<file path="src/rtl/plrc_pkg.sv">
// Constants for the per-port loopback and reset control block.
// Assumes a classic Wishbone master and one 25 MHz clock.
`default_nettype none
package plrc_pkg;
  localparam int NPORT = 4;
  // Register numbers within a page
  localparam logic [4:0] REG_CTRL = 5'h00;
  localparam logic [4:0] REG_SPEC = 5'h10;
  localparam logic [4:0] REG_STAT = 5'h11;
  localparam logic [4:0] REG_EXTL = 5'h12;
  localparam logic [4:0] REG_MODE = 5'h14;
  localparam logic [4:0] REG_MACS = 5'h15;
  localparam logic [4:0] REG_PAGE = 5'h16;
  localparam logic [4:0] REG_GLB  = 5'h1A;
  localparam logic [4:0] REG_CHIP = 5'h1B;
  // Pages
  localparam logic [7:0] PG_CU   = 8'h00;
  localparam logic [7:0] PG_FIB  = 8'h01;
  localparam logic [7:0] PG_MAC  = 8'h02;
  localparam logic [7:0] PG_QSG  = 8'h04;
  localparam logic [7:0] PG_TEST = 8'h06;
  localparam logic [7:0] PG_MODE = 8'h12;
  // Bit positions
  localparam int B_RST   = 15;
  localparam int B_LOOP  = 14;
  localparam int B_SPD   = 13;
  localparam int B_ANEN  = 12;
  localparam int B_SPA   = 12;
  localparam int B_SPB   = 8;
  localparam int B_LLOOP = 14;
  localparam int B_RXPOL = 13;
  localparam int B_TXPOL = 12;
  localparam int B_SLOOP = 9;
  localparam int B_SYNC  = 5;
  localparam int B_LINK  = 10;
  localparam int B_EXTL  = 3;
  // Speed field codes and output codes
  localparam logic [2:0] SPF_10   = 3'h4;
  localparam logic [2:0] SPF_100  = 3'h5;
  localparam logic [2:0] SPF_1000 = 3'h6;
  localparam logic [1:0] SPD_10   = 2'h0;
  localparam logic [1:0] SPD_100  = 2'h1;
  localparam logic [1:0] SPD_1000 = 2'h2;
  // Copper transmit content during system loopback
  localparam logic [1:0] CM_NORM = 2'h0;
  localparam logic [1:0] CM_FLP  = 2'h1;
  localparam logic [1:0] CM_NLP  = 2'h2;
  localparam logic [1:0] CM_IDLE = 2'h3;
  // Reset values
  localparam logic [7:0] PAGE_RST = 8'h00;
  localparam logic [2:0] SPF_RST  = 3'h6;
  localparam logic       POL_RST  = 1'b1;
  // Reset durations in clock cycles
  localparam logic [7:0] SW_RST_CYC   = 8'h10;
  localparam logic [7:0] CHIP_RST_CYC = 8'h40;
endpackage : plrc_pkg
`default_nettype wire

</file>
<file path="src/rtl/plrc_top.sv">
// Per-port loopback, speed, status and reset control for four ports.
// Assumes a classic Wishbone master, one clock and frequency-locked symbols.
// Contract
// - Polarity bits zero invert receive/transmit
// - Page register selects register page
// - Per-port copies, registers 26/27 shared
// - Speed from field without link/loopback
// - Each port has independent speed
// - Sync status bit follows receiver lock
// - Link bit mirrors sync or negotiation
// - System loopback returns MAC data, drops link
// - Copper keeps sending pulses or idles
// - Loopback speed field encodes 10/100/1000
// - Serializer loopback returns raw symbols
// - Slow serializer loopback needs both bits
// - Fast serializer loopback by shared bit
// - Line loopback echoes line, drops MAC
// - Line loopback enables per media type
// - Gigabit stub loopback needs test bit
// - Chip reset bit equals hardware reset
// - Per-circuit resets touch only their circuit
// - Mode reset covers test and mode pages
// - Shared reset covers all four ports
// - Reset bits clear themselves
`timescale 1ns/1ps
`default_nettype none
module plrc_top
  import plrc_pkg::*;
#(
  parameter logic [7:0] SW_CYC   = SW_RST_CYC,
  parameter logic [7:0] CHIP_CYC = CHIP_RST_CYC
) (
  // Clock and reset
  input  wire logic        clk,
  input  wire logic        rst,
  input  wire logic        hw_reset_pin_low,
  // Wishbone slave
  input  wire logic        cyc_i,
  input  wire logic        stb_i,
  input  wire logic        we_i,
  input  wire logic [8:0]  adr_i,
  input  wire logic [3:0]  sel_i,
  input  wire logic [31:0] dat_i,
  output logic      [31:0] dat_o,
  output logic             ack_o,
  // Media and link status
  input  wire logic        syncRaw,
  input  wire logic [3:0]  mediaLink,
  input  wire logic [7:0]  mediaSpeed,
  input  wire logic [3:0]  anLinkOk,
  // Serializer symbols
  input  wire logic [9:0]  rxSym,
  input  wire logic [9:0]  txSymIn,
  output logic      [9:0]  txSym,
  // Path controls
  output logic             rxInvert,
  output logic             txInvert,
  output logic             serdes5gLoop,
  output logic      [3:0]  serdes1gLoop,
  output logic      [3:0]  sysLoop,
  output logic      [3:0]  lineLoopCu,
  output logic      [3:0]  lineLoopFib,
  output logic      [3:0]  lineLoopQsg,
  output logic      [3:0]  macTxDrop,
  output logic      [3:0]  extLoop1000,
  output logic      [7:0]  portSpeed,
  output logic      [7:0]  copperTxMode,
  // Circuit resets
  output logic             chipReset,
  output logic      [3:0]  cuReset,
  output logic      [3:0]  fibReset,
  output logic      [3:0]  qsgReset,
  output logic      [3:0]  modeReset,
  output logic             qsgAllReset
);
  ////////////////////////////////////////////////////////////////////////
  function automatic logic [7:0] cntNext(input logic [7:0] cur, input logic go, input logic [7:0] len);
    cntNext = go ? len : ((cur != 8'h00) ? cur - 8'h01 : 8'h00);
  endfunction : cntNext

  function automatic logic [1:0] spdDecode(input logic [2:0] f);
    case (f)
      SPF_10:  spdDecode = SPD_10;
      SPF_100: spdDecode = SPD_100;
      default: spdDecode = SPD_1000;
    endcase
  endfunction : spdDecode

  ////////////////////////////////////////////////////////////////////////
  // Pin synchronisers, change counts when stages two and three agree
  logic [2:0] syncSh;
  logic [2:0] pinSh;
  logic       syncOk;
  logic       pinLow;
  always_ff @(posedge clk or posedge rst)
    if (rst)
    begin
      syncSh <= 3'h0;
      pinSh  <= 3'h7;
      syncOk <= 1'b0;
      pinLow <= 1'b0;
    end
    else
    begin
      syncSh <= {syncSh[1:0], syncRaw};
      pinSh  <= {pinSh[1:0], hw_reset_pin_low};
      if (syncSh[1] == syncSh[2])
        syncOk <= syncSh[2];
      if (pinSh[1] == pinSh[2])
        pinLow <= ~pinSh[2];
    end

  ////////////////////////////////////////////////////////////////////////
  // Bus decode
  logic [7:0] chCnt;
  logic [7:0] qaCnt;
  logic [7:0] page [NPORT];
  wire        chipHold = chCnt != 8'h00;
  wire        req      = cyc_i & stb_i & ~ack_o & ~chipHold;
  wire        wr       = req & we_i;
  wire  [1:0] aPort    = adr_i[8:7];
  wire  [4:0] aReg     = adr_i[6:2];
  wire  [7:0] aPage    = page[aPort];
  wire [15:0] wMask    = {{8{sel_i[1]}}, {8{sel_i[0]}}};
  wire [15:0] wd       = dat_i[15:0] & wMask;
  wire        wrShared = wr & (aPage == PG_QSG);
  wire        wrGlb    = wrShared & (aReg == REG_GLB) & sel_i[1];
  wire        wrChip   = wrShared & (aReg == REG_CHIP) & sel_i[1];
  wire        qaHold   = qaCnt != 8'h00;

  function automatic logic hit(input int p, input logic [7:0] g, input logic [4:0] r);
    hit = wr & (aPort == p[1:0]) & (aPage == g) & (aReg == r);
  endfunction : hit

  ////////////////////////////////////////////////////////////////////////
  // Shared control registers 26 and 27 of the link page
  logic rxPol;
  logic txPol;
  logic sLoop5;
  // chip reset from bit or pin
  always_ff @(posedge clk or posedge rst)
    if (rst)
    begin
      chCnt <= 8'h00;
      qaCnt <= 8'h00;
    end
    else
    begin
      chCnt <= cntNext(chCnt, wrChip & wd[B_RST] | pinLow, CHIP_CYC);
      qaCnt <= chipHold ? 8'h00 : cntNext(qaCnt, wrGlb & wd[B_RST], SW_CYC);
    end

  // shared bits, one copy for all ports
  always_ff @(posedge clk or posedge rst)
    if (rst)
    begin
      rxPol  <= POL_RST;
      txPol  <= POL_RST;
      sLoop5 <= 1'b0;
    end
    else if (chipHold | qaHold)
    begin
      rxPol  <= POL_RST;
      txPol  <= POL_RST;
      sLoop5 <= 1'b0;
    end
    else if (wrGlb & ~wd[B_RST])
    begin
      rxPol  <= wd[B_RXPOL];
      txPol  <= wd[B_TXPOL];
      sLoop5 <= wd[B_SLOOP];
    end

  ////////////////////////////////////////////////////////////////////////
  // Per-port registers and reset counters
  logic [7:0] cuCnt [NPORT];
  logic [7:0] fiCnt [NPORT];
  logic [7:0] qsCnt [NPORT];
  logic [7:0] mdCnt [NPORT];
  logic       cuLoop [NPORT];
  logic       cuSpd  [NPORT];
  logic       cuAn   [NPORT];
  logic       fiLoop [NPORT];
  logic       fiSpA  [NPORT];
  logic       fiSpB  [NPORT];
  logic       qsLoop [NPORT];
  logic       qsAn   [NPORT];
  logic       qsLine [NPORT];
  logic       cuLine [NPORT];
  logic [2:0] spdF   [NPORT];
  logic       extL   [NPORT];

  for (genvar p = 0; p < NPORT; p++)
  begin : g_port
    wire wCu  = hit(p, PG_CU, REG_CTRL);
    wire wFi  = hit(p, PG_FIB, REG_CTRL);
    wire wQs  = hit(p, PG_QSG, REG_CTRL);
    wire wMd  = hit(p, PG_MODE, REG_MODE) & sel_i[1];
    wire cuH  = chipHold | (cuCnt[p] != 8'h00);
    wire fiH  = chipHold | (fiCnt[p] != 8'h00);
    wire qsH  = chipHold | qaHold | (qsCnt[p] != 8'h00);
    wire mdH  = chipHold | (mdCnt[p] != 8'h00);

    // each circuit has its own counter
    always_ff @(posedge clk or posedge rst)
      if (rst)
      begin
        cuCnt[p] <= 8'h00;
        fiCnt[p] <= 8'h00;
        qsCnt[p] <= 8'h00;
        mdCnt[p] <= 8'h00;
      end
      else
      begin
        cuCnt[p] <= chipHold ? 8'h00 : cntNext(cuCnt[p], wCu & sel_i[1] & wd[B_RST], SW_CYC);
        fiCnt[p] <= chipHold ? 8'h00 : cntNext(fiCnt[p], wFi & sel_i[1] & wd[B_RST], SW_CYC);
        qsCnt[p] <= chipHold ? 8'h00 : cntNext(qsCnt[p], wQs & sel_i[1] & wd[B_RST], SW_CYC);
        mdCnt[p] <= chipHold ? 8'h00 : cntNext(mdCnt[p], wMd & wd[B_RST], SW_CYC);
      end

    always_ff @(posedge clk or posedge rst)
      if (rst)
        page[p] <= PAGE_RST;
      else if (chipHold)
        page[p] <= PAGE_RST;
      else if (wr & (aPort == p[1:0]) & (aReg == REG_PAGE) & sel_i[0])
        page[p] <= wd[7:0];

    // copper circuit registers, pages 0 and 2
    always_ff @(posedge clk or posedge rst)
      if (rst)
      begin
        cuLoop[p] <= 1'b0;
        cuSpd[p]  <= 1'b0;
        cuAn[p]   <= 1'b1;
        cuLine[p] <= 1'b0;
        spdF[p]   <= SPF_RST;
      end
      else if (cuH)
      begin
        cuLoop[p] <= 1'b0;
        cuSpd[p]  <= 1'b0;
        cuAn[p]   <= 1'b1;
        cuLine[p] <= 1'b0;
        spdF[p]   <= SPF_RST;
      end
      else
      begin
        if (wCu & sel_i[1])
        begin
          cuLoop[p] <= wd[B_LOOP];
          cuSpd[p]  <= wd[B_SPD];
          cuAn[p]   <= wd[B_ANEN];
        end
        if (hit(p, PG_MAC, REG_MACS) & sel_i[1])
          cuLine[p] <= wd[B_LLOOP];
        if (hit(p, PG_MAC, REG_MACS) & sel_i[0])
          spdF[p] <= wd[2:0];
      end

    // Fibre circuit registers, page 1
    always_ff @(posedge clk or posedge rst)
      if (rst)
      begin
        fiLoop[p] <= 1'b0;
        fiSpA[p]  <= 1'b0;
        fiSpB[p]  <= 1'b0;
      end
      else if (fiH)
      begin
        fiLoop[p] <= 1'b0;
        fiSpA[p]  <= 1'b0;
        fiSpB[p]  <= 1'b0;
      end
      else
      begin
        if (wFi & sel_i[1])
          fiLoop[p] <= wd[B_LOOP];
        if (hit(p, PG_FIB, REG_SPEC) & sel_i[1])
          fiSpA[p] <= wd[B_SPA];
        if (hit(p, PG_FIB, REG_SPEC) & sel_i[1])
          fiSpB[p] <= wd[B_SPB];
      end

    // Link page per-port registers and test page bit
    always_ff @(posedge clk or posedge rst)
      if (rst)
      begin
        qsLoop[p] <= 1'b0;
        qsAn[p]   <= 1'b1;
        qsLine[p] <= 1'b0;
      end
      else if (qsH)
      begin
        qsLoop[p] <= 1'b0;
        qsAn[p]   <= 1'b1;
        qsLine[p] <= 1'b0;
      end
      else
      begin
        if (wQs & sel_i[1])
        begin
          qsLoop[p] <= wd[B_LOOP];
          qsAn[p]   <= wd[B_ANEN];
        end
        if (hit(p, PG_QSG, REG_SPEC) & sel_i[1])
          qsLine[p] <= wd[B_LLOOP - 2];
      end

    always_ff @(posedge clk or posedge rst)
      if (rst)
        extL[p] <= 1'b0;
      else if (mdH)
        extL[p] <= 1'b0;
      else if (hit(p, PG_TEST, REG_EXTL) & sel_i[0])
        extL[p] <= wd[B_EXTL];

    wire sysL = cuLoop[p] | fiLoop[p] | qsLoop[p];
    wire lCu  = cuLine[p];
    // fibre line loopback needs bit 8 clear
    wire lFi  = fiSpA[p] & ~fiSpB[p];
    wire lQs  = qsLine[p];
    wire linkEff = mediaLink[p] & ~sysL;
    // field when no link or loopback
    wire [1:0] spdNx = linkEff ? mediaSpeed[2*p+:2] : spdDecode(spdF[p]);
    wire [1:0] cmNx = ~sysL ? CM_NORM : cuAn[p] ? CM_FLP : cuSpd[p] ? CM_IDLE : CM_NLP;

    always_ff @(posedge clk or posedge rst)
      if (rst)
      begin
        sysLoop[p]          <= 1'b0;
        lineLoopCu[p]       <= 1'b0;
        lineLoopFib[p]      <= 1'b0;
        lineLoopQsg[p]      <= 1'b0;
        macTxDrop[p]        <= 1'b0;
        serdes1gLoop[p]     <= 1'b0;
        extLoop1000[p]      <= 1'b0;
        portSpeed[2*p+:2]   <= SPD_1000;
        copperTxMode[2*p+:2] <= CM_NORM;
        cuReset[p]          <= 1'b0;
        fibReset[p]         <= 1'b0;
        qsgReset[p]         <= 1'b0;
        modeReset[p]        <= 1'b0;
      end
      else
      begin
        sysLoop[p]          <= sysL;
        lineLoopCu[p]       <= lCu;
        lineLoopFib[p]      <= lFi;
        lineLoopQsg[p]      <= lQs;
        // MAC frames discarded in line loopback
        macTxDrop[p]        <= lCu | lFi | lQs;
        serdes1gLoop[p]     <= fiSpA[p] & fiSpB[p];
        extLoop1000[p]      <= extL[p];
        portSpeed[2*p+:2]   <= spdNx;
        copperTxMode[2*p+:2] <= cmNx;
        cuReset[p]          <= cuH;
        fibReset[p]         <= fiH;
        qsgReset[p]         <= qsH;
        modeReset[p]        <= mdH;
      end

    a_loop_speed: assert property (@(posedge clk) disable iff (rst)
      sysL && spdF[p] == SPF_100 |=> portSpeed[2*p+:2] == SPD_100)
      else $error("loopback speed wrong");
    a_link_speed: assert property (@(posedge clk) disable iff (rst)
      linkEff |=> portSpeed[2*p+:2] == $past(mediaSpeed[2*p+:2]))
      else $error("media speed not followed");
    a_slow_loop: assert property (@(posedge clk) disable iff (rst)
      serdes1gLoop[p] |-> $past(fiSpA[p]) && $past(fiSpB[p]))
      else $error("slow loopback without both bits");
    a_self_clear: assert property (@(posedge clk) disable iff (rst)
      $rose(cuCnt[p] != 8'h00) |-> ##[1:255] cuCnt[p] == 8'h00)
      else $error("copper reset never clears");
    a_flp_mode: assert property (@(posedge clk) disable iff (rst)
      sysL && cuAn[p] |=> copperTxMode[2*p+:2] == CM_FLP)
      else $error("no pulses in loopback");
    a_iso_reset: assert property (@(posedge clk) disable iff (rst)
      fiH && !cuH && !$past(cuH) |=> cuReset[p] == 1'b0)
      else $error("fibre reset touched copper");
  end : g_port

  ////////////////////////////////////////////////////////////////////////
  // Read selection
  // reset bits except the chip reset bit read one while busy
  function automatic logic [15:0] rdVal(input logic [1:0] p);
    logic [7:0] g;
    g = page[p];
    rdVal = 16'h0000;
    if (aReg == REG_PAGE)
      rdVal = {8'h00, g};
    else if (g == PG_CU && aReg == REG_CTRL)
      rdVal = {cuCnt[p] != 8'h00, cuLoop[p], cuSpd[p], cuAn[p], 12'h000};
    else if (g == PG_FIB && aReg == REG_CTRL)
      rdVal = {fiCnt[p] != 8'h00, fiLoop[p], 14'h0000};
    else if (g == PG_FIB && aReg == REG_SPEC)
      rdVal = {3'h0, fiSpA[p], 3'h0, fiSpB[p], 8'h00};
    else if (g == PG_MAC && aReg == REG_MACS)
      rdVal = {1'b0, cuLine[p], 11'h000, spdF[p]};
    else if (g == PG_QSG && aReg == REG_CTRL)
      rdVal = {qsCnt[p] != 8'h00, qsLoop[p], 1'b0, qsAn[p], 12'h000};
    else if (g == PG_QSG && aReg == REG_SPEC)
      rdVal = {3'h0, qsLine[p], 12'h000};
    else if (g == PG_QSG && aReg == REG_STAT)
      rdVal = {5'h00, qsAn[p] ? anLinkOk[p] : syncOk, 4'h0, syncOk, 5'h00};
    else if (g == PG_QSG && aReg == REG_GLB)
      rdVal = {qaHold, 1'b0, rxPol, txPol, 2'h0, sLoop5, 9'h000};
    else if (g == PG_QSG && aReg == REG_CHIP)
      rdVal = {chipHold, 15'h0000};
    else if (g == PG_TEST && aReg == REG_EXTL)
      rdVal = {12'h000, extL[p], 3'h0};
    else if (g == PG_MODE && aReg == REG_MODE)
      rdVal = {mdCnt[p] != 8'h00, 15'h0000};
  endfunction : rdVal

  wire [15:0] rdData = rdVal(aPort);

  ////////////////////////////////////////////////////////////////////////
  // Bus answer and shared outputs
  // no answer while chip reset runs
  always_ff @(posedge clk or posedge rst)
    if (rst)
    begin
      ack_o <= 1'b0;
      dat_o <= 32'h00000000;
    end
    else
    begin
      ack_o <= req;
      dat_o <= (req & ~we_i) ? {16'h0000, rdData} : 32'h00000000;
    end

  always_ff @(posedge clk or posedge rst)
    if (rst)
    begin
      rxInvert     <= 1'b0;
      txInvert     <= 1'b0;
      serdes5gLoop <= 1'b0;
      txSym        <= 10'h000;
      chipReset    <= 1'b1;
      qsgAllReset  <= 1'b0;
    end
    else
    begin
      rxInvert     <= ~rxPol;
      txInvert     <= ~txPol;
      serdes5gLoop <= sLoop5;
      txSym        <= sLoop5 ? rxSym : txSymIn;
      chipReset    <= chipHold;
      qsgAllReset  <= qaHold;
    end

  a_pol_inv: assert property (@(posedge clk) disable iff (rst)
    !rxPol |=> rxInvert)
    else $error("receive polarity not inverted");
  a_sym_loop: assert property (@(posedge clk) disable iff (rst)
    sLoop5 |=> txSym == $past(rxSym))
    else $error("raw symbol not looped");
  a_chip_mute: assert property (@(posedge clk) disable iff (rst)
    chipHold |=> !ack_o)
    else $error("ack during chip reset");
  a_all_reset: assert property (@(posedge clk) disable iff (rst)
    qaHold |=> rxPol && txPol && !sLoop5)
    else $error("shared reset ineffective");
  // link bit mirrors sync without negotiation
  a_link_bit: assert property (@(posedge clk) disable iff (rst)
    req && !we_i && aReg == REG_STAT && aPage == PG_QSG && !qsAn[aPort] |=> dat_o[B_LINK] == dat_o[B_SYNC])
    else $error("link bit differs from sync");
endmodule : plrc_top
`default_nettype wire

</file>
<file path="config.mk">
export PLATFORM = sky130hd
export DESIGN_NAME = plrc_top
export DESIGN_NICKNAME = d
export VERILOG_FILES = /design/src/rtl/plrc_pkg.sv /design/src/rtl/plrc_top.sv
export SDC_FILE = /design/constraint.sdc
export NUM_CORES = 1
export LEC_CHECK = 0
export ABC_AREA = 0
export BUFFER_PORTS_ARGS = -buffer_cell sky130_fd_sc_hd__buf_2
export CORE_ASPECT_RATIO = 1.2
export CORE_MARGIN = 2
export CORE_UTILIZATION = 45
export CTS_CLUSTER_DIAMETER = 80
export DETAILED_ROUTE_END_ITERATION = 12
export GPL_ROUTABILITY_DRIVEN = 0
export HOLD_SLACK_MARGIN = 0.15
export PLACE_DENSITY = 0.76
export REMOVE_ABC_BUFFERS = 1
export SLEW_MARGIN = 10
export SYNTH_ARGS = -nofsm -noshare
export SYNTH_HDL_FRONTEND = slang
export SYNTH_SLANG_ARGS = --single-unit
</file>
<file path="constraint.sdc">
create_clock -name clk -period 22.9 [get_ports clk]
set_clock_uncertainty 0.1 [all_clocks]
set_input_delay 2.29 -clock clk [delete_from_list [all_inputs] [get_ports clk]]
set_output_delay 2.29 -clock clk [all_outputs]
set_load 0.1 [all_outputs]
</file>
==> impl_metrics.json, run 1 <==
{
  "final_hold_vio_count": 0,
  "synth_enable_flop_cells": 0,
  "ctsHtreeMaxLevel": 1,
  "slew_violations": 0,
  "postSynth.asyncResetShare_pct": 100.0,
  "worst_skew_pair.late_latency_ps": 570,
  "drc_errors": 0,
  "pwr_density_nw_per_um2": 75.39,
  "critPathTopFamily": "simple AND/OR/NAND/NOR gates",
  "drt_iter0_markers": 989,
  "layout.nets": 1747,
  "worst_path_cell_trace": "buf_2 -> buf_4 -> mux4_2 -> nor4_4 -> nand3_1 -> nor2_1 -> nor2b_1 -> a211o_1",
  "clk_pin_slew_ps": 70,
  "num_vias": 11570,
  "worst_setup_path_end_kind": "register",
  "largest_net_degree_at_the_start_of_global_routing": 121,
  "synth_warnings": 0,
  "dpl_worst_slack_ps": 16630,
  "gr-usage-all-layers_pct": 20.90,
  "max-vdd-ir-drop_mv": 0.04542,
  "max_cap_viol_count": 0,
  "die_height_um": 208.2,
  "least_margin_pin_slew_ps": 1012,
  "ctsLongestPathBuffers": 3,
  "via_count_of_the_first_global_routing_pass": 11660,
  "post_cts.resized_instances": 0,
  "fillCellCount": 2901,
  "max_freq_ghz": 0.1738,
  "cts.repair_timing.setup_buffer_count": 0,
  "die_x_um": 174.1,
  "route.detailed.wl_per_inst_um": 18.11,
  "placeableCoreArea_um2": 34170,
  "areaGrowthSynthToFinish_pct": 14.63,
  "dr.pass1.iters": 5,
  "total_leakage_power_uw": 0.008719,
  "design.portCount": 196,
  "drive_gt1_share_pct": 19.61,
  "yosys_register_bits": 334,
  "worstPathRequired_ps": 23300,
  "setup-tns-final_ps": 0,
  "detailed_place_hpwl_um": 26710,
  "ys.flop_type": "sky130_fd_sc_hd__dfrtp_1",
  "clockRootBuffer": "sky130_fd_sc_hd__clkbuf_16",
  "port-buffer-count": 156,
  "final_min_period_over_clock_period_pct": 25.13,
  "avgSynthCellArea_um2": 10.65,
  "drt_wl_total_um": 38150,
  "timing.final.setup_violations": 0,
  "antenna_found_initial": 3,
  "timing_worst_setup_path_type": "in2reg",
  "multi_input_gate_area_in_the_final_layout_um2": 6771,
  "syn_std_cell_area_um2": 15630,
  "run_status": "complete, no violations",
  "cts.sinks": 334,
  "globalRouteOverflowTotal": 0,
  "start_util_pct": 45.75,
  "post-route-worst-setup-slack_ps": 17140,
  "synthCells": 1467,
  "cpMaxStageDelayCell": "sky130_fd_sc_hd__nand3_1",
  "cp.arrival_ps": 6150,
  "timing.critical_path.fanout_max": 43,
  "post_cts_hold_buffer_count": 0,
  "grt_setup_unrepaired": "no",
  "floorplan.die_area_um2": 36250,
  "grt_pass1_wl_um": 60910,
  "vias_per_cell": 5.493,
  "timing.slew.headroom_pct": 32.31,
  "rows": 74,
  "worst-path-buf-inv": 2,
  "cts-buffers-inserted": 31,
  "synth.lib_cells_used.distinct": 74,
  "timing.final.crit_period_ps": 5755,
  "seqCellArea_um2": 8391,
  "sequential_cell_area_fraction_in_the_yosys_report_pct": 53.68,
  "cts_tree": "yes",
  "cp_slowest_stage_delay_ps": 930,
  "ant_nets": 0,
  "setup.worst_path.start_class": "primary input",
  "worst_hold_path_type": "reg2reg"
}
stage by stage:
step                      instance area, um2  utilization (%)  hold slack (ps)  total power (uW)  std cells
final                                  17920            52.44            249.1              1351       2106
after global routing                   17910            52.42            258.4              1393       2103
after CTS                              17910            52.42            251.3              1359       2103
after detailed placement               16810            49.21            236.2             810.2       2047
after global placement                 16810            49.21            238.3             808.8       2047
after floorplan                        15370                -            231.2             758.0       1425
metal layers:
layer / GRT usage, % / share of wire (%) / wire length [um] / up-vias
li1: - / - / - / 5290
met1: 25.54 / 39 / 15020 / 5722
met2: 36.15 / 50 / 18940 / 451
met3: 3.271 / 6.5 / 2463 / 105
met4: 10.11 / 4.5 / 1724 / 0
met5: 0 / 0 / 0 / -
registers in the layout, summed over array words and instances, names as in the netlist, 10 cells and up:
signal	cells
spdF	12
page	32
cuCnt	32
qsCnt	32
mdCnt	32
txSym	10
dat_o	15
fiCnt	32
power by group:
part	internal, uW	leakage (uW)	switching [uW]	total [uW]
Sequential	605	0.00445	8.89	614
Clock	324	0.000527	227	551
Combinational	33.0	0.00374	153	186
final cells by class:
class                      count  share of cell area [%]
antenna                        3                 0.04190
clock buffer                  39                   4.832
clock inverter                17                   1.285
inverter                      58                   1.257
multi-input combinational   1033                   37.79
sequential                   334                   46.83
tap                          456                   3.184
timing repair buffer         166                   4.777
synthesized netlist by cell type, drive strengths merged (6+ instances only):
cell type,n,area (um2)
a22oi,6,45.04
mux2i,50,500.5
a21oi,34,170.2
nand3,42,225.2
mux4,26,585.6
nor2b,9,56.30
or4,13,112.6
nand4b,7,67.56
ha,35,437.9
o211ai,9,87.59
xnor2,69,604.3
nor2,280,1126
nor4,15,123.9
buf,34,229.0
nor4b,8,88.83
nor3,71,366.6
or3,18,112.6
and3,9,56.30
nand2b,18,120.1
xor2,33,289.0
nand4,6,37.54
inv,58,217.7
dfstp,26,683.2
o21ai,39,202.7
clkbuf,24,90.09
and2,20,125.1
mux2,10,112.6
nand2,115,431.7
a31oi,8,50.05
nand3b,15,112.6
dfrtp,308,7707
path summary, 6_finish.rpt:
kind | slack (ps) | startpoint | cells after the start | endpoint
min in group asynchronous | 1740 | rst | 2 | sysLoop[3]
min reg2reg | 250 | syncSh[0] | 0 | syncSh[1]
max reg2reg | 19240 | page[3] | 6 | qsAn[2]
max in group asynchronous | 18580 | rst | 4 | txSym[9]
min | 250 | syncSh[0] | 0 | syncSh[1]
max | 17140 | adr_i[7] | 8 | qsAn[2]
logic make-up after synthesis:
kind of cell,synth area share [%]
flip-flops,53.68
adder cells (fa/ha/maj),2.866
other,0.02399
AO/OA/AOI/OAI,5.300
XOR/XNOR,5.716
multiplexers,7.669
AND/OR/NAND/NOR,21.31
buffers and inverters,3.434
layout by cell type, fill, tap and decap left out, types with 18 or more instances in the layout:
master                      netlist  final
sky130_fd_sc_hd__ha_1            35     35
sky130_fd_sc_hd__xnor2_1         69     69
sky130_fd_sc_hd__mux2i_1         50     50
sky130_fd_sc_hd__mux4_2          26     26
sky130_fd_sc_hd__nor3_1          70     70
sky130_fd_sc_hd__a21oi_1         34     34
sky130_fd_sc_hd__and2_1          20     20
sky130_fd_sc_hd__buf_2            9    156
sky130_fd_sc_hd__o21ai_0         35     35
sky130_fd_sc_hd__dfstp_2         26     26
sky130_fd_sc_hd__nand2_1        115    115
sky130_fd_sc_hd__or3_1           18     18
sky130_fd_sc_hd__xor2_1          33     33
sky130_fd_sc_hd__dfrtp_1        308    308
sky130_fd_sc_hd__inv_1           58     56
sky130_fd_sc_hd__nand3_1         39     39
sky130_fd_sc_hd__clkbuf_16        0     31
sky130_fd_sc_hd__nor2_1         274    273
Note: power is estimated with default switching activity, not from simulation.
==> run 2: changes to the inputs <==
--- a/config.mk
+++ b/config.mk
@@ -14,7 +14,7 @@
 export DETAILED_ROUTE_END_ITERATION = 12
 export GPL_ROUTABILITY_DRIVEN = 0
 export HOLD_SLACK_MARGIN = 0.15
-export PLACE_DENSITY = 0.76
+export PLACE_DENSITY = 0.79
 export REMOVE_ABC_BUFFERS = 1
 export SLEW_MARGIN = 10
 export SYNTH_ARGS = -nofsm -noshare
==> constraint.sdc (replaced) <==
create_clock -name clk -period 4.9 [get_ports clk]
set_clock_uncertainty 0.1 [all_clocks]
set_input_delay 0.49 -clock clk [delete_from_list [all_inputs] [get_ports clk]]
set_output_delay 0.49 -clock clk [all_outputs]
set_load 0.1 [all_outputs]
==> run 2 against run 1 <==
  * Count of clock-buffer cells in the layout stayed put
  * Critical path depth stayed put
  * Final cell count is 2.2% higher
  * Global-route usage is 0.99 points higher
  * Design area is 2.6% higher
  * Setup slack worse by 16000 ps
  * Combinational power grew to 4.9 times the previous value
  * Utilization is 1.3 points higher
  * Die area stayed put
  * Clock power grew to 4.6 times the previous value
  * Sequential cell count stayed put
  * Non-clock buffer count is 49 higher
  * Critical path type is now reg2reg
  * Highest routed layer unchanged
==> impl_metrics.json, run 2 (synthesized netlist as in run 1, its figures left out) <==
{
  "clkPwrFrac_pct": 40.3,
  "ctsHtreeMaxLevel": 1,
  "drive_gt1_share_pct": 19.06,
  "final_min_period_over_clock_period_pct": 68.65,
  "cts_tree": "yes",
  "worst_hold_path_type": "in2reg",
  "timing.critical_path.fanout_max": 7,
  "cpMaxStageDelayCell": "sky130_fd_sc_hd__or4_4",
  "grt_setup_unrepaired": "no",
  "switching_share_pct": 28.53,
  "slew_violations": 0,
  "max_freq_ghz": 0.2973,
  "drt_iter0_markers": 1121,
  "max-vdd-ir-drop_mv": 0.1930,
  "cts-buffers-inserted": 31,
  "max_cap_viol_count": 0,
  "timing.final.setup_violations": 0,
  "p_sw_uw": 1806,
  "worst_setup_path_end_kind": "register",
  "die_x_um": 174.1,
  "worst_path_cell_trace": "inv_1 -> ha_1 -> or4b_4 -> or4_4 -> nor2_1 -> nand2_1 -> o211ai_2 -> nor2_1",
  "ant_nets": 0,
  "worst-path-buf-inv": 1,
  "final_common_cell": "sky130_fd_sc_hd__dfrtp_1",
  "rows": 74,
  "timing.final.crit_period_ps": 3364,
  "least_margin_pin_slew_ps": 993.2,
  "run_status": "complete, no violations",
  "power.sequential.fraction_pct": 45.4,
  "total_leakage_power_uw": 0.008930,
  "cp_slowest_stage_delay_ps": 600,
  "share_of_total_power_in_combinational_logic_pct": 14.3,
  "start_util_pct": 45.75,
  "power.internal_uw": 4526,
  "pwr_density_nw_per_um2": 344.6,
  "clockRootBuffer": "sky130_fd_sc_hd__clkbuf_16",
  "clk_pin_slew_ps": 60,
  "cp.arrival_ps": 3690,
  "layout.nets": 1796,
  "port-buffer-count": 156,
  "post_dp_cell_area_um2": 16860,
  "antenna_found_initial": 2,
  "finalInstanceArea_um2": 18380,
  "cts.sinks": 334,
  "via_count_of_the_first_global_routing_pass": 12080,
  "critical-path-top-cell-by-count": "sky130_fd_sc_hd__nor2_1",
  "timing.slew.headroom_pct": 33.79,
  "most-common-layout-cells": "sky130_fd_sc_hd__dfrtp_1, sky130_fd_sc_hd__nor2_1, sky130_fd_sc_hd__buf_2, sky130_fd_sc_hd__nand2_1, sky130_fd_sc_hd__nor3_1",
  "drt_wl_total_um": 39220,
  "globalRouteOverflowTotal": 0,
  "num_vias": 11940,
  "timing_worst_setup_path_type": "reg2reg",
  "drc_errors": 0,
  "placeableCoreArea_um2": 34170,
  "route.detailed.wl_per_inst_um": 18.22,
  "post_cts.resized_instances": 0,
  "total_power_uw": 6332,
  "detailed_place_hpwl_um": 27520,
  "worst_skew_pair.late_latency_ps": 570,
  "worstPathRequired_ps": 5230,
  "largest_net_degree_at_the_start_of_global_routing": 138,
  "areaGrowthSynthToFinish_pct": 17.58,
  "die_height_um": 208.2,
  "grt_pass1_wl_um": 63650,
  "final_hold_vio_count": 0,
  "setup-tns-final_ps": 0,
  "ctsLongestPathBuffers": 3,
  "floorplan.die_area_um2": 36250,
  "dr.pass1.iters": 5,
  "vias_per_cell": 5.544,
  "design.portCount": 196,
  "critPathTopFamily": "simple AND/OR/NAND/NOR gates",
  "setup.worst_path.start_class": "register",
  "fillCellCount": 2889,
  "gr-usage-all-layers_pct": 21.89
}
-- run 2: layer usage --
layer  global-route usage [%]  up-vias  part of all wire (%)
met3                    3.929      109                   7.6
met2                    38.30      522                    51
met5                        0        -                     0
met4                    9.823        0                   4.1
met1                    26.35     5905                    38
li1                         -     5401                     -
-- run 2: power groups by stage --
| stage | Sequential (uW) | Clock [uW] | Combinational [uW] |
|---|---|---|---|
| 2_1_floorplan | 3210 | 0 | 329 |
| 4_1_cts | 2870 | 2600 | 904 |
| 5_1_grt | 2880 | 2710 | 953 |
| 3_3_place_gp | 2920 | 0 | 862 |
| 3_5_place_dp | 2920 | 0 | 870 |
| 6_report | 2870 | 2550 | 906 |
-- run 2: stage by stage --
step / std cells / setup slack [ps] / hold WS (ps) / util, %
floorplan: 1425 / -4900 / 231.2 / -
global placement: 2052 / 1158 / 236.5 / 49.34
detailed placement: 2052 / 1074 / 241.3 / 49.34
CTS: 2151 / 1547 / 152.4 / 53.78
global route: 2152 / 1436 / 181.6 / 53.78
finish: 2153 / 1536 / 176.7 / 53.79
-- run 2: timing repair --
action                    in CTS  in global routing
setup buffers                  0                  0
hold endpoints to repair     146                  0
hold buffers                  44                  0
-- run 2: worst paths after layout --
| check | from | end | slack, ps | depth (start not counted) |
|---|---|---|---|---|
| max | chCnt[0] | cuCnt[19] | 1540 | 8 |
| min | mediaLink[0] | portSpeed[0] | 180 | 3 |
| max reg2reg | chCnt[0] | cuCnt[19] | 1540 | 8 |
| min reg2reg | syncSh[0] | syncSh[1] | 250 | 0 |
| max in group asynchronous | rst | mdCnt[22] | 2970 | 4 |
| min in group asynchronous | rst | cuReset[2] | 530 | 3 |
-- run 2: area by class of cell --
type,instances,area [um2],share of cell area (%)
clock buffers,39,835.8,4.548
well taps,456,570.5,3.105
inverters,58,225.2,1.225
multi-input cells,1033,6765,36.81
diodes,2,5.005,0.02723
clock inverters,16,239.0,1.300
repair buffers,215,1346,7.326
flip-flops and latches,334,8391,45.66
-- run 2: worst reg2reg max path, stage by stage (launching register included) --
cell and delay, ps:
sky130_fd_sc_hd__dfrtp_1 390, sky130_fd_sc_hd__inv_1 90, sky130_fd_sc_hd__ha_1 210, sky130_fd_sc_hd__or4b_4 550
sky130_fd_sc_hd__or4_4 600, sky130_fd_sc_hd__nor2_1 490, sky130_fd_sc_hd__nand2_1 310, sky130_fd_sc_hd__o211ai_2 380
sky130_fd_sc_hd__nor2_1 120
